$ cat src/rtl/regbank_pkg.sv
// package: register bank and status word constants, types and helpers
package regbank_pkg;

   // ------------------------------------------------------------
   // status word layout
   // ------------------------------------------------------------
   localparam int unsigned FLAG_N_POS = 31;
   localparam int unsigned FLAG_Z_POS = 30;
   localparam int unsigned FLAG_C_POS = 29;
   localparam int unsigned FLAG_V_POS = 28;
   localparam int unsigned FLAG_Q_POS = 27;
   localparam int unsigned MASK_I_POS = 7;
   localparam int unsigned MASK_F_POS = 6;
   localparam int unsigned STATE_T_POS = 5;
   localparam int unsigned MODE_LSB = 0;
   localparam int unsigned MODE_W = 5;
   localparam int unsigned CTRL_W = 8;

   // write field mask bits (flags group and control group)
   localparam logic [3:0] FMASK_FLAGS = 4'h8;
   localparam logic [3:0] FMASK_CTRL = 4'h1;
   localparam logic [31:0] FLAGS_BYTE = 32'hff000000;
   localparam logic [31:0] CTRL_BYTE = 32'h000000ff;
   localparam logic [31:0] MID_BYTES = 32'h00ffff00;

   // ------------------------------------------------------------
   // mode codes
   // ------------------------------------------------------------
   localparam logic [4:0] MODE_USR = 5'h10;
   localparam logic [4:0] MODE_FIQ = 5'h11;
   localparam logic [4:0] MODE_IRQ = 5'h12;
   localparam logic [4:0] MODE_SVC = 5'h13;
   localparam logic [4:0] MODE_ABT = 5'h17;
   localparam logic [4:0] MODE_UND = 5'h1b;
   localparam logic [4:0] MODE_SYS = 5'h1f;

   // reset value of the control group: both masks set, state clear, supervisor
   localparam logic [31:0] STATUS_RESET = 32'h000000d3;
   localparam logic [31:0] ZERO_WORD = 32'h00000000;

   // physical register file: 16 shared + 7 fast-mode r8-r14 + 4x2 banked r13/r14
   // banked pairs start after the fast-mode copies so no two modes share a slot
   localparam int unsigned PHYS_REGS = 31;
   localparam int unsigned PHYS_W = 5;
   localparam int unsigned NUM_SAVED = 5;
   localparam logic [4:0] PHYS_FIQ8 = 5'h10;
   localparam logic [4:0] PHYS_BANK13 = 5'h17;

   typedef enum logic [2:0] {
      BANK_USR,
      BANK_FIQ,
      BANK_IRQ,
      BANK_SVC,
      BANK_ABT,
      BANK_UND
   } bank_t;

   // flag update from the alu
   typedef struct packed {
      logic updNzcv;
      logic [3:0] nzcv;
      logic satHit;
   } alu_flags_t;

   // status write instruction
   typedef struct packed {
      logic en;
      logic toSaved;
      logic [3:0] fieldMask;
      logic [31:0] data;
   } status_wr_t;

   // exception entry
   typedef struct packed {
      logic en;
      logic [4:0] mode;
      logic setF;
   } exc_entry_t;

   function automatic bank_t mode_to_bank(input logic [4:0] mode);
      case (mode)
         MODE_FIQ: return BANK_FIQ;
         MODE_IRQ: return BANK_IRQ;
         MODE_SVC: return BANK_SVC;
         MODE_ABT: return BANK_ABT;
         MODE_UND: return BANK_UND;
         default: return BANK_USR;
      endcase
   endfunction : mode_to_bank

   // logical register 0..15 to physical slot for a given bank
   function automatic logic [4:0] phys_index(input logic [3:0] r, input bank_t b);
      logic [4:0] idx;
      idx = {1'b0, r};
      if (b == BANK_FIQ && r >= 4'h8 && r <= 4'he) begin
         idx = 5'(PHYS_FIQ8 + 5'(r - 4'h8));
      end else if (b != BANK_USR && b != BANK_FIQ && (r == 4'hd || r == 4'he)) begin
         idx = 5'(PHYS_BANK13 + 5'({2'b00, 3'(b) - 3'h2} * 5'h2) + 5'(r - 4'hd));
      end
      return idx;
   endfunction : phys_index

endpackage : regbank_pkg

$ cat src/rtl/gpr_mem.sv
// small two-read one-write memory holding the physical general registers
`timescale 1ns/1ps
module gpr_mem
   import regbank_pkg::*;
(
   input wire logic clk_sys,
   input wire logic [PHYS_W-1:0] rdAddrA,
   input wire logic [PHYS_W-1:0] rdAddrB,
   output logic [31:0] rdDataA,
   output logic [31:0] rdDataB,
   input wire logic wrEn,
   input wire logic [PHYS_W-1:0] wrAddr,
   input wire logic [31:0] wrData
);

   // ------------------------------------------------------------
   // storage
   // ------------------------------------------------------------
   logic [31:0] mem [PHYS_REGS];

   // contents are indeterminate after reset, so no reset here
   always_ff @(posedge clk_sys) begin
      if (wrEn) begin
         mem[wrAddr] <= wrData;
      end
   end

   // registered read ports
   always_ff @(posedge clk_sys) begin
      rdDataA <= mem[rdAddrA];
      rdDataB <= mem[rdAddrB];
   end

endmodule : gpr_mem

$ cat src/rtl/saved_status_bank.sv
// the five saved status words, one per exception mode
`timescale 1ns/1ps
module saved_status_bank
   import regbank_pkg::*;
(
   input wire logic clk_sys,
   input wire logic sys_rst,
   input wire logic [2:0] wrSel,
   input wire logic wrEn,
   input wire logic [31:0] wrData,
   input wire logic [2:0] rdSel,
   output logic [31:0] rdData
);

   // ------------------------------------------------------------
   // storage, slot = bank code minus one
   // ------------------------------------------------------------
   logic [31:0] savedQ [NUM_SAVED];

   always_ff @(posedge clk_sys) begin
      if (sys_rst) begin
         for (int i = 0; i < NUM_SAVED; i++) begin
            savedQ[i] <= ZERO_WORD;
         end
      end else if (wrEn && wrSel != 3'h0) begin
         savedQ[3'(wrSel - 3'h1)] <= wrData;
      end
   end

   // registered read; bank zero has no saved word and reads zero
   always_ff @(posedge clk_sys) begin
      if (sys_rst || rdSel == 3'h0) begin
         rdData <= ZERO_WORD;
      end else begin
         rdData <= savedQ[3'(rdSel - 3'h1)];
      end
   end

endmodule : saved_status_bank

$ cat src/rtl/banked_register_file_psr.sv
// mode-banked general register file with current and saved status words
`timescale 1ns/1ps
module banked_register_file_psr
   import regbank_pkg::*;
(
   input wire logic clk_sys,
   input wire logic sys_rst,
   input wire logic [3:0] rdRegA,
   input wire logic [3:0] rdRegB,
   input wire logic rdCompactA,
   input wire logic rdCompactB,
   input wire logic rdHighOkA,
   input wire logic rdHighOkB,
   output logic [31:0] rdDataA,
   output logic [31:0] rdDataB,
   output logic rdIllegalA,
   output logic rdIllegalB,
   input wire logic wrEn,
   input wire logic [3:0] wrReg,
   input wire logic wrCompact,
   input wire logic wrHighOk,
   input wire logic [31:0] wrData,
   output logic wrIllegal,
   input wire alu_flags_t aluFlags,
   input wire status_wr_t statusWr,
   input wire exc_entry_t excEntry,
   input wire logic restoreStatus,
   input wire logic setState,
   input wire logic stateValue,
   input wire logic [3:0] condCode,
   input wire logic isBranch,
   output logic condPass,
   input wire logic irqReq,
   input wire logic fiqReq,
   output logic irqTake,
   output logic fiqTake,
   output logic [31:0] current_status_word,
   output logic [31:0] saved_status_word,
   output logic state_indicator_output,
   output logic modeValid,
   output logic privileged
);

   // ------------------------------------------------------------
   // status word state
   // ------------------------------------------------------------
   logic [31:0] statusQ;
   logic [31:0] statusD;
   logic [4:0] curMode;
   bank_t curBank;
   bank_t wrBank;
   logic [31:0] savedRd;

   assign curMode = statusQ[MODE_LSB +: MODE_W];
   assign curBank = mode_to_bank(curMode);
   assign privileged = (curMode != MODE_USR);
   assign modeValid = (mode_to_bank(curMode) != BANK_USR) || curMode == MODE_USR
      || curMode == MODE_SYS;

   // merge a masked status write into a word; control byte needs privilege
   function automatic logic [31:0] merge_write(input logic [31:0] old,
                                               input status_wr_t w,
                                               input logic priv);
      logic [31:0] m;
      m = MID_BYTES;
      if ((w.fieldMask & FMASK_FLAGS) != 4'h0) begin
         m = m | FLAGS_BYTE;
      end
      if ((w.fieldMask & FMASK_CTRL) != 4'h0 && priv) begin
         m = m | CTRL_BYTE;
      end
      return (old & ~m) | (w.data & m);
   endfunction : merge_write

   // next status word, later updates override earlier ones
   always_comb begin
      statusD = statusQ;
      if (aluFlags.updNzcv) begin
         statusD[FLAG_N_POS:FLAG_V_POS] = aluFlags.nzcv;
      end
      if (setState) begin
         statusD[STATE_T_POS] = stateValue;
      end
      if (restoreStatus && curBank != BANK_USR) begin
         statusD = savedRd;
      end
      if (statusWr.en && !statusWr.toSaved) begin
         // unused bits pass through unmasked so a full word restores
         statusD = merge_write(statusD, statusWr, privileged);
      end
      if (aluFlags.satHit) begin
         statusD[FLAG_Q_POS] = 1'b1; // set wins over a same-cycle clear
      end
      if (excEntry.en) begin
         statusD[MODE_LSB +: MODE_W] = excEntry.mode;
         statusD[MASK_I_POS] = 1'b1;
         statusD[STATE_T_POS] = 1'b0;
         if (excEntry.setF) begin
            statusD[MASK_F_POS] = 1'b1;
         end
      end
   end

   // status register; other bits are indeterminate at reset, zero here
   always_ff @(posedge clk_sys) begin
      if (sys_rst) begin
         statusQ <= STATUS_RESET;
      end else begin
         statusQ <= statusD;
      end
   end

   assign current_status_word = statusQ;
   assign state_indicator_output = statusQ[STATE_T_POS];

   // ------------------------------------------------------------
   // saved status words
   // ------------------------------------------------------------
   logic savedWrEn;
   logic [31:0] savedWrData;

   // exception entry has priority over a software write to the saved word
   always_comb begin
      savedWrEn = 1'b0;
      savedWrData = statusQ;
      wrBank = curBank;
      if (excEntry.en) begin
         savedWrEn = 1'b1;
         wrBank = mode_to_bank(excEntry.mode);
      end else if (statusWr.en && statusWr.toSaved && curBank != BANK_USR) begin
         savedWrEn = 1'b1;
         savedWrData = merge_write(saved_status_word, statusWr, 1'b1);
      end
   end

   saved_status_bank u_saved (
      .clk_sys(clk_sys),
      .sys_rst(sys_rst),
      .wrSel(3'(wrBank)),
      .wrEn(savedWrEn),
      .wrData(savedWrData),
      .rdSel(3'(curBank)),
      .rdData(savedRd)
   );

   // saved word read lags a mode change by one cycle (registered memory)
   assign saved_status_word = savedRd;

   // ------------------------------------------------------------
   // general register access
   // ------------------------------------------------------------
   // compact state: low regs, 13-15 direct, others only through high-op forms
   function automatic logic compact_ok(input logic [3:0] r, input logic c,
                                       input logic hi);
      return !c || r < 4'h8 || r >= 4'hd || hi;
   endfunction : compact_ok

   logic [4:0] physA;
   logic [4:0] physB;
   logic [4:0] physW;
   logic wrGo;
   logic [31:0] memA;
   logic [31:0] memB;
   logic [3:0] rdRegAQ;
   logic [3:0] rdRegBQ;

   // physical index follows the present mode combinationally
   assign physA = phys_index(rdRegA, curBank);
   assign physB = phys_index(rdRegB, curBank);
   assign physW = phys_index(wrReg, curBank);
   assign wrIllegal = wrEn && !compact_ok(wrReg, wrCompact, wrHighOk);
   assign wrGo = wrEn && !wrIllegal && wrReg != 4'hf;

   gpr_mem u_gpr (
      .clk_sys(clk_sys),
      .rdAddrA(physA),
      .rdAddrB(physB),
      .rdDataA(memA),
      .rdDataB(memB),
      .wrEn(wrGo),
      .wrAddr(physW),
      .wrData(wrData)
   );

   // illegal compact reads flagged one cycle later with the data
   always_ff @(posedge clk_sys) begin
      if (sys_rst) begin
         rdIllegalA <= 1'b0;
         rdIllegalB <= 1'b0;
         rdRegAQ <= 4'h0;
         rdRegBQ <= 4'h0;
      end else begin
         rdIllegalA <= !compact_ok(rdRegA, rdCompactA, rdHighOkA);
         rdIllegalB <= !compact_ok(rdRegB, rdCompactB, rdHighOkB);
         rdRegAQ <= rdRegA;
         rdRegBQ <= rdRegB;
      end
   end

   // blocked reads return zero; pc slot is owned by the fetch unit and reads zero
   // here, so its never-written memory slot cannot leak an unknown value
   assign rdDataA = (rdIllegalA || rdRegAQ == 4'hf) ? ZERO_WORD : memA;
   assign rdDataB = (rdIllegalB || rdRegBQ == 4'hf) ? ZERO_WORD : memB;

   // ------------------------------------------------------------
   // condition check and interrupt gating
   // ------------------------------------------------------------
   logic n;
   logic z;
   logic c;
   logic v;
   logic condRaw;

   assign n = statusQ[FLAG_N_POS];
   assign z = statusQ[FLAG_Z_POS];
   assign c = statusQ[FLAG_C_POS];
   assign v = statusQ[FLAG_V_POS];

   // sticky flag deliberately absent from this decode
   always_comb begin
      case (condCode)
         4'h0: condRaw = z;
         4'h1: condRaw = !z;
         4'h2: condRaw = c;
         4'h3: condRaw = !c;
         4'h4: condRaw = n;
         4'h5: condRaw = !n;
         4'h6: condRaw = v;
         4'h7: condRaw = !v;
         4'h8: condRaw = c && !z;
         4'h9: condRaw = !c || z;
         4'ha: condRaw = n == v;
         4'hb: condRaw = n != v;
         4'hc: condRaw = !z && (n == v);
         4'hd: condRaw = z || (n != v);
         default: condRaw = 1'b1;
      endcase
   end

   // compact non-branch instructions always execute
   assign condPass = (statusQ[STATE_T_POS] && !isBranch) ? 1'b1 : condRaw;

   assign irqTake = irqReq && !statusQ[MASK_I_POS];
   assign fiqTake = fiqReq && !statusQ[MASK_F_POS];

   // ------------------------------------------------------------
   // checks
   // ------------------------------------------------------------
   a_reset_status: assert property (@(posedge clk_sys)
      sys_rst |=> current_status_word[7:0] == 8'hd3) else $error("bad reset");
   a_sticky_hold: assert property (@(posedge clk_sys) disable iff (sys_rst)
      $past(statusQ[FLAG_Q_POS]) && !$past(statusWr.en) && !$past(restoreStatus)
      |-> statusQ[FLAG_Q_POS]) else $error("sticky flag lost");
   a_sticky_set: assert property (@(posedge clk_sys) disable iff (sys_rst)
      aluFlags.satHit |=> statusQ[FLAG_Q_POS]) else $error("sticky not set");
   a_state_pin: assert property (@(posedge clk_sys) disable iff (sys_rst)
      setState && !excEntry.en && !restoreStatus && !statusWr.en
      |=> state_indicator_output == $past(stateValue))
      else $error("state pin wrong");
   a_user_ctrl: assert property (@(posedge clk_sys) disable iff (sys_rst)
      curMode == MODE_USR && !excEntry.en && !setState && !restoreStatus
      |=> statusQ[7:0] == $past(statusQ[7:0])) else $error("user ctrl write");
   a_irq_mask: assert property (@(posedge clk_sys) disable iff (sys_rst)
      statusQ[MASK_I_POS] |-> !irqTake) else $error("irq not masked");
   a_exc_mode: assert property (@(posedge clk_sys) disable iff (sys_rst)
      excEntry.en |=> curMode == $past(excEntry.mode) && statusQ[MASK_I_POS]
      ##1 saved_status_word == $past(statusQ, 2)) else $error("entry wrong");
   a_compact_cond: assert property (@(posedge clk_sys) disable iff (sys_rst)
      statusQ[STATE_T_POS] && !isBranch |-> condPass) else $error("compact cond");
   a_high_block: assert property (@(posedge clk_sys) disable iff (sys_rst)
      wrEn && wrCompact && !wrHighOk && wrReg >= 4'h8 && wrReg <= 4'hc |-> wrIllegal)
      else $error("high write allowed");
   a_fiq_bank: assert property (@(posedge clk_sys) disable iff (sys_rst)
      curBank == BANK_FIQ && rdRegA == 4'h8 |-> physA == PHYS_FIQ8)
      else $error("fiq bank");

   c_exc_entry: cover property (@(posedge clk_sys) disable iff (sys_rst) excEntry.en);
   c_sat_hit: cover property (@(posedge clk_sys) disable iff (sys_rst) aluFlags.satHit);
   c_restore: cover property (@(posedge clk_sys) disable iff (sys_rst)
      restoreStatus && curBank != BANK_USR);
   c_fiq_take: cover property (@(posedge clk_sys) disable iff (sys_rst) fiqTake);

endmodule : banked_register_file_psr

$ cat config.mk
export PLATFORM = sky130hd
export DESIGN_NAME = banked_register_file_psr
export DESIGN_NICKNAME = d
export VERILOG_FILES = /design/src/rtl/regbank_pkg.sv /design/src/rtl/gpr_mem.sv /design/src/rtl/saved_status_bank.sv /design/src/rtl/banked_register_file_psr.sv
export SDC_FILE = /design/constraint.sdc
export NUM_CORES = 2
export LEC_CHECK = 0
export BUFFER_PORTS_ARGS = -buffer_cell sky130_fd_sc_hd__clkbuf_2
export CORE_MARGIN = 3
export CORE_UTILIZATION = 41
export DETAILED_ROUTE_END_ITERATION = 8
export PLACE_DENSITY = 0.57
export SETUP_SLACK_MARGIN = 0.1
export SYNTH_ARGS = -nofsm -noshare
export SYNTH_HDL_FRONTEND = slang
export SYNTH_SLANG_ARGS = --single-unit
$ cat constraint.sdc
create_clock -name clk_sys -period 6.87 [get_ports clk_sys]
set_input_delay 0.3435 -clock clk_sys [delete_from_list [all_inputs] [get_ports clk_sys]]
set_output_delay 0.3435 -clock clk_sys [all_outputs]
set_load 0.01 [all_outputs]
==> impl_metrics.py <==
metrics = {
    "status": {
        "status": "completed",
    },
    "sta": {
        "worst_pin_slew_ps": 1324,
        "tns_ps": 0,
        "hold_viol": 0,
        "relSlewSlack": 0.1170,
        "fin_crit_ps": 5293,
        "setup_viol": 0,
        "max_freq_mhz": 188.9,
        "rsz0062_at_grt": "no",
        "skew_ps": 38.19,
        "slew_viol_final": 0,
        "fin_crit_sh": 0.7705,
    },
    "die": {
        "core_sq_mm": 0.1542,
        "num_rows": 144,
        "die_h_um": 400.3,
        "dieWidth_um": 400.3,
        "ios": 251,
        "die_area_sq_mm": 0.1603,
        "start_util": 0.4134,
    },
    "clock_tree": {
        "cts_buffer_depth": 3,
        "postCtsSetupRepairBufs": 0,
        "ctsHoldBuffers": 54,
        "h-tree-depth": 4,
        "cts-root-buf": "clkbuf_16",
        "clock_sinks": 1386,
        "cts-resized-gates": 0,
        "worst_skew_pair.late_latency_ps": 800,
        "cts_buffers": 152,
        "cts_tree": "built",
        "clk_pin_slew_ps": 70,
    },
    "setup_path": {
        "rr_endpoint": "u_gpr.mem[0][22]",
        "path_buf_inv": 3,
        "r2r_start": "current_status_word[3]",
        "worst_path_max_delay_cell": "nor2_4",
        "cp_max_fo": 17,
        "startpoint": "current_status_word[3]",
        "reg2reg_depth": 16,
        "criticalPathCategory": "reg2reg",
        "path_depth": 16,
        "start_kind": "flop",
        "crit_end": "u_gpr.mem[0][22]",
        "crit_path_end_kind": "flop",
        "slowest_delay_ps": 970,
        "cp.required_ps": 7330,
        "crit_chain": "nor2b_1, nor2_1, and3_1, inv_4, ha_1, xor2_1, ha_1, inv_1, fa_1, xnor2_1, xnor2_1, nor2_1, a31o_2, nand3b_1, nor2_4, buf_4",
        "rrSetupSlack_ps": 1580,
        "critPathArrivalTime_ps": 5750,
        "crit_family": "simple AND/OR/NAND/NOR gates",
    },
    "global_route": {
        "grt_pass1_wl_um": 290200,
        "grt_pass1_vias": 41194,
        "overflow": 0,
        "grt_max_degree": 151,
        "grt_use_total": 0.2464,
        "antenna_found_initial": 9,
    },
    "route": {
        "wire_per_inst_um": 29.64,
        "drtIter0Drc": 4506,
        "vias": 40945,
        "first_pass_iters": 5,
        "drc": 0,
        "drt_wl_total_um": 201000,
        "drtAntennaViolNets": 0,
        "viasPerCell": 6.037,
    },
    "logic_synthesis": {
        "synth-seq-cells": 1386,
        "synth_top_area_frac": 0.5878,
        "synth_edf_count": 1248,
        "seq_area_frac_synth": 0.6311,
        "synth-main-ff-cell": "edfxtp_1",
        "synth.largest_area_cell": "edfxtp_1",
        "postSynthAreaPerCell_sq_um": 14.61,
        "ys_types": 79,
        "syn_nets": 4499,
        "syn-instance-count": 4365,
        "synthesis.area_sq_mm": 0.06376,
        "yosys_warnings": 0,
        "synthTopCellsByArea": "edfxtp_1 59%, mux2i_1 10%, mux4_2 9.0%, dfxtp_1 4.3%, nand2_1 2.0%",
        "async_flop_share": 0,
    },
    "layout": {
        "fin_nets": 4740,
        "fill_cells": 13371,
        "final_util": 0.4748,
        "syn_to_final_growth_pct": 14.85,
        "layout-drive-gt1-share": 0.2025,
        "stdcell_count": 6782,
    },
    "placement": {
        "placed_cells": 6442,
        "place_congestion": 0.8188,
        "dp_hpwl_um": 113200,
        "port_buffers": 248,
    },
    "run": {
        "maxCapViolations": 0,
    },
    "hold_path": {
        "hold_class": "in2reg",
    },
    "power": {
        "power_density_mw_per_mm2": 293.2,
        "peakVddDrop_uv": 254.2,
        "p_leak_nw": 26.30,
        "power_mw": 21.47,
    },
}
report_power, final:
| part | internal (mW) | switching, mW |
|---|---|---|
| registers | 9.51 | 0.169 |
| logic | 1.32 | 2.12 |
| clock network | 4.84 | 3.51 |
how the worst min path moves through the flow:
stage                     slack, ps          startpoint  cells past startpoint                      end
after floorplan                 420           rdHighOkB                      1               rdIllegalB
after global placement          470  u_saved.rdData[23]                      2  current_status_word[23]
after detailed placement        480  u_saved.rdData[10]                      2  current_status_word[10]
after CTS                        10        statusWr[37]                      3  current_status_word[10]
after global routing             60        statusWr[37]                      3  current_status_word[10]
final                            70        statusWr[37]                      3  current_status_word[10]
registers in the layout (all words and copies together) (netlist names), 4 cells and up:
signal               flops
current_status_word     32
u_gpr.rdDataB           32
rdRegBQ                  4
u_saved.rdData          32
u_gpr.mem              992
u_saved.savedQ         256
rdRegAQ                  4
u_gpr.rdDataA           32
cells in the mapped netlist (8+ instances only):
cell	count
dfxtp_1	138
a21oi_1	148
clkbuf_1	188
o221ai_1	32
a221oi_1	65
xnor2_1	8
nor3_1	12
o211ai_1	49
a311oi_1	22
nand3_1	113
o22ai_1	30
edfxtp_1	1248
buf_1	26
nor2_1	314
mux2_2	31
inv_1	84
ha_1	17
nand2_1	338
mux4_2	255
o21ai_0	137
a211o_1	33
a32o_1	61
buf_2	61
and2_1	67
nor2b_1	17
o21ai_1	17
buf_4	49
nand2b_1	8
mux2i_1	641
a31oi_1	36
or3_1	33
worst min-delay path, stage by stage:
cell and delay [ps]:
clkbuf_2 100, nand2b_1 230, a311oi_1 130
cells in the final DEF, fill, tap and decap left out, drive strengths merged, types with 118 or more instances in the layout:
master,synthesis,layout
edfxtp,1248,1248
dfxtp,138,138
mux4,255,255
clkbuf,189,450
buf,142,118
nor2,317,317
o21ai,155,155
mux2i,641,641
a21oi,148,148
nand2,339,339
through the flow:
stage	hold WS (ps)	setup WS, ps	cell area (sq um)
2_1_floorplan	419.2	957.7	63760
3_3_place_gp	473.2	1648	67540
3_5_place_dp	476.0	1591	67540
4_1_cts	10.50	1553	73220
5_1_grt	64.30	1334	73220
6_report	72.67	1577	73220
routing by layer:
metal / vias to the layer above / track usage / part of all wire
li1: 17533 / - / -
met1: 21238 / 0.3329 / 0.41
met2: 1795 / 0.4003 / 0.48
met3: 377 / 0.04859 / 0.081
met4: 2 / 0.08294 / 0.033
met5: - / 0 / 0.000065
cells by family (layout without fill, tap and decap cells):
| group | count (synthesis) | count (layout) | synth area share |
|---|---|---|---|
| XOR/XNOR | 18 | 18 | 0.002826 |
| flip-flops | 1386 | 1386 | 0.6311 |
| AND/OR/NAND/NOR | 937 | 937 | 0.06462 |
| adder cells (fa/ha/maj) | 20 | 20 | 0.004278 |
| AO/OA/AOI/OAI | 660 | 660 | 0.07161 |
| other | 0 | 3 | 0 |
| multiplexers | 927 | 927 | 0.1962 |
| buffers and inverters | 417 | 787 | 0.02936 |
layout make-up:
type / count / area (sq um) / share of cell area
well taps: 2044 / 2557 / 0.03493
flip-flops and latches: 1386 / 40240 / 0.5495
multi-input cells: 2562 / 22110 / 0.3019
clock buffers: 204 / 4161 / 0.05683
clock inverters: 79 / 978.4 / 0.01336
diodes: 3 / 7.507 / 0.0001025
inverters: 86 / 332.8 / 0.004545
repair buffers: 418 / 2840 / 0.03879
(Power assumes the default switching activity.)
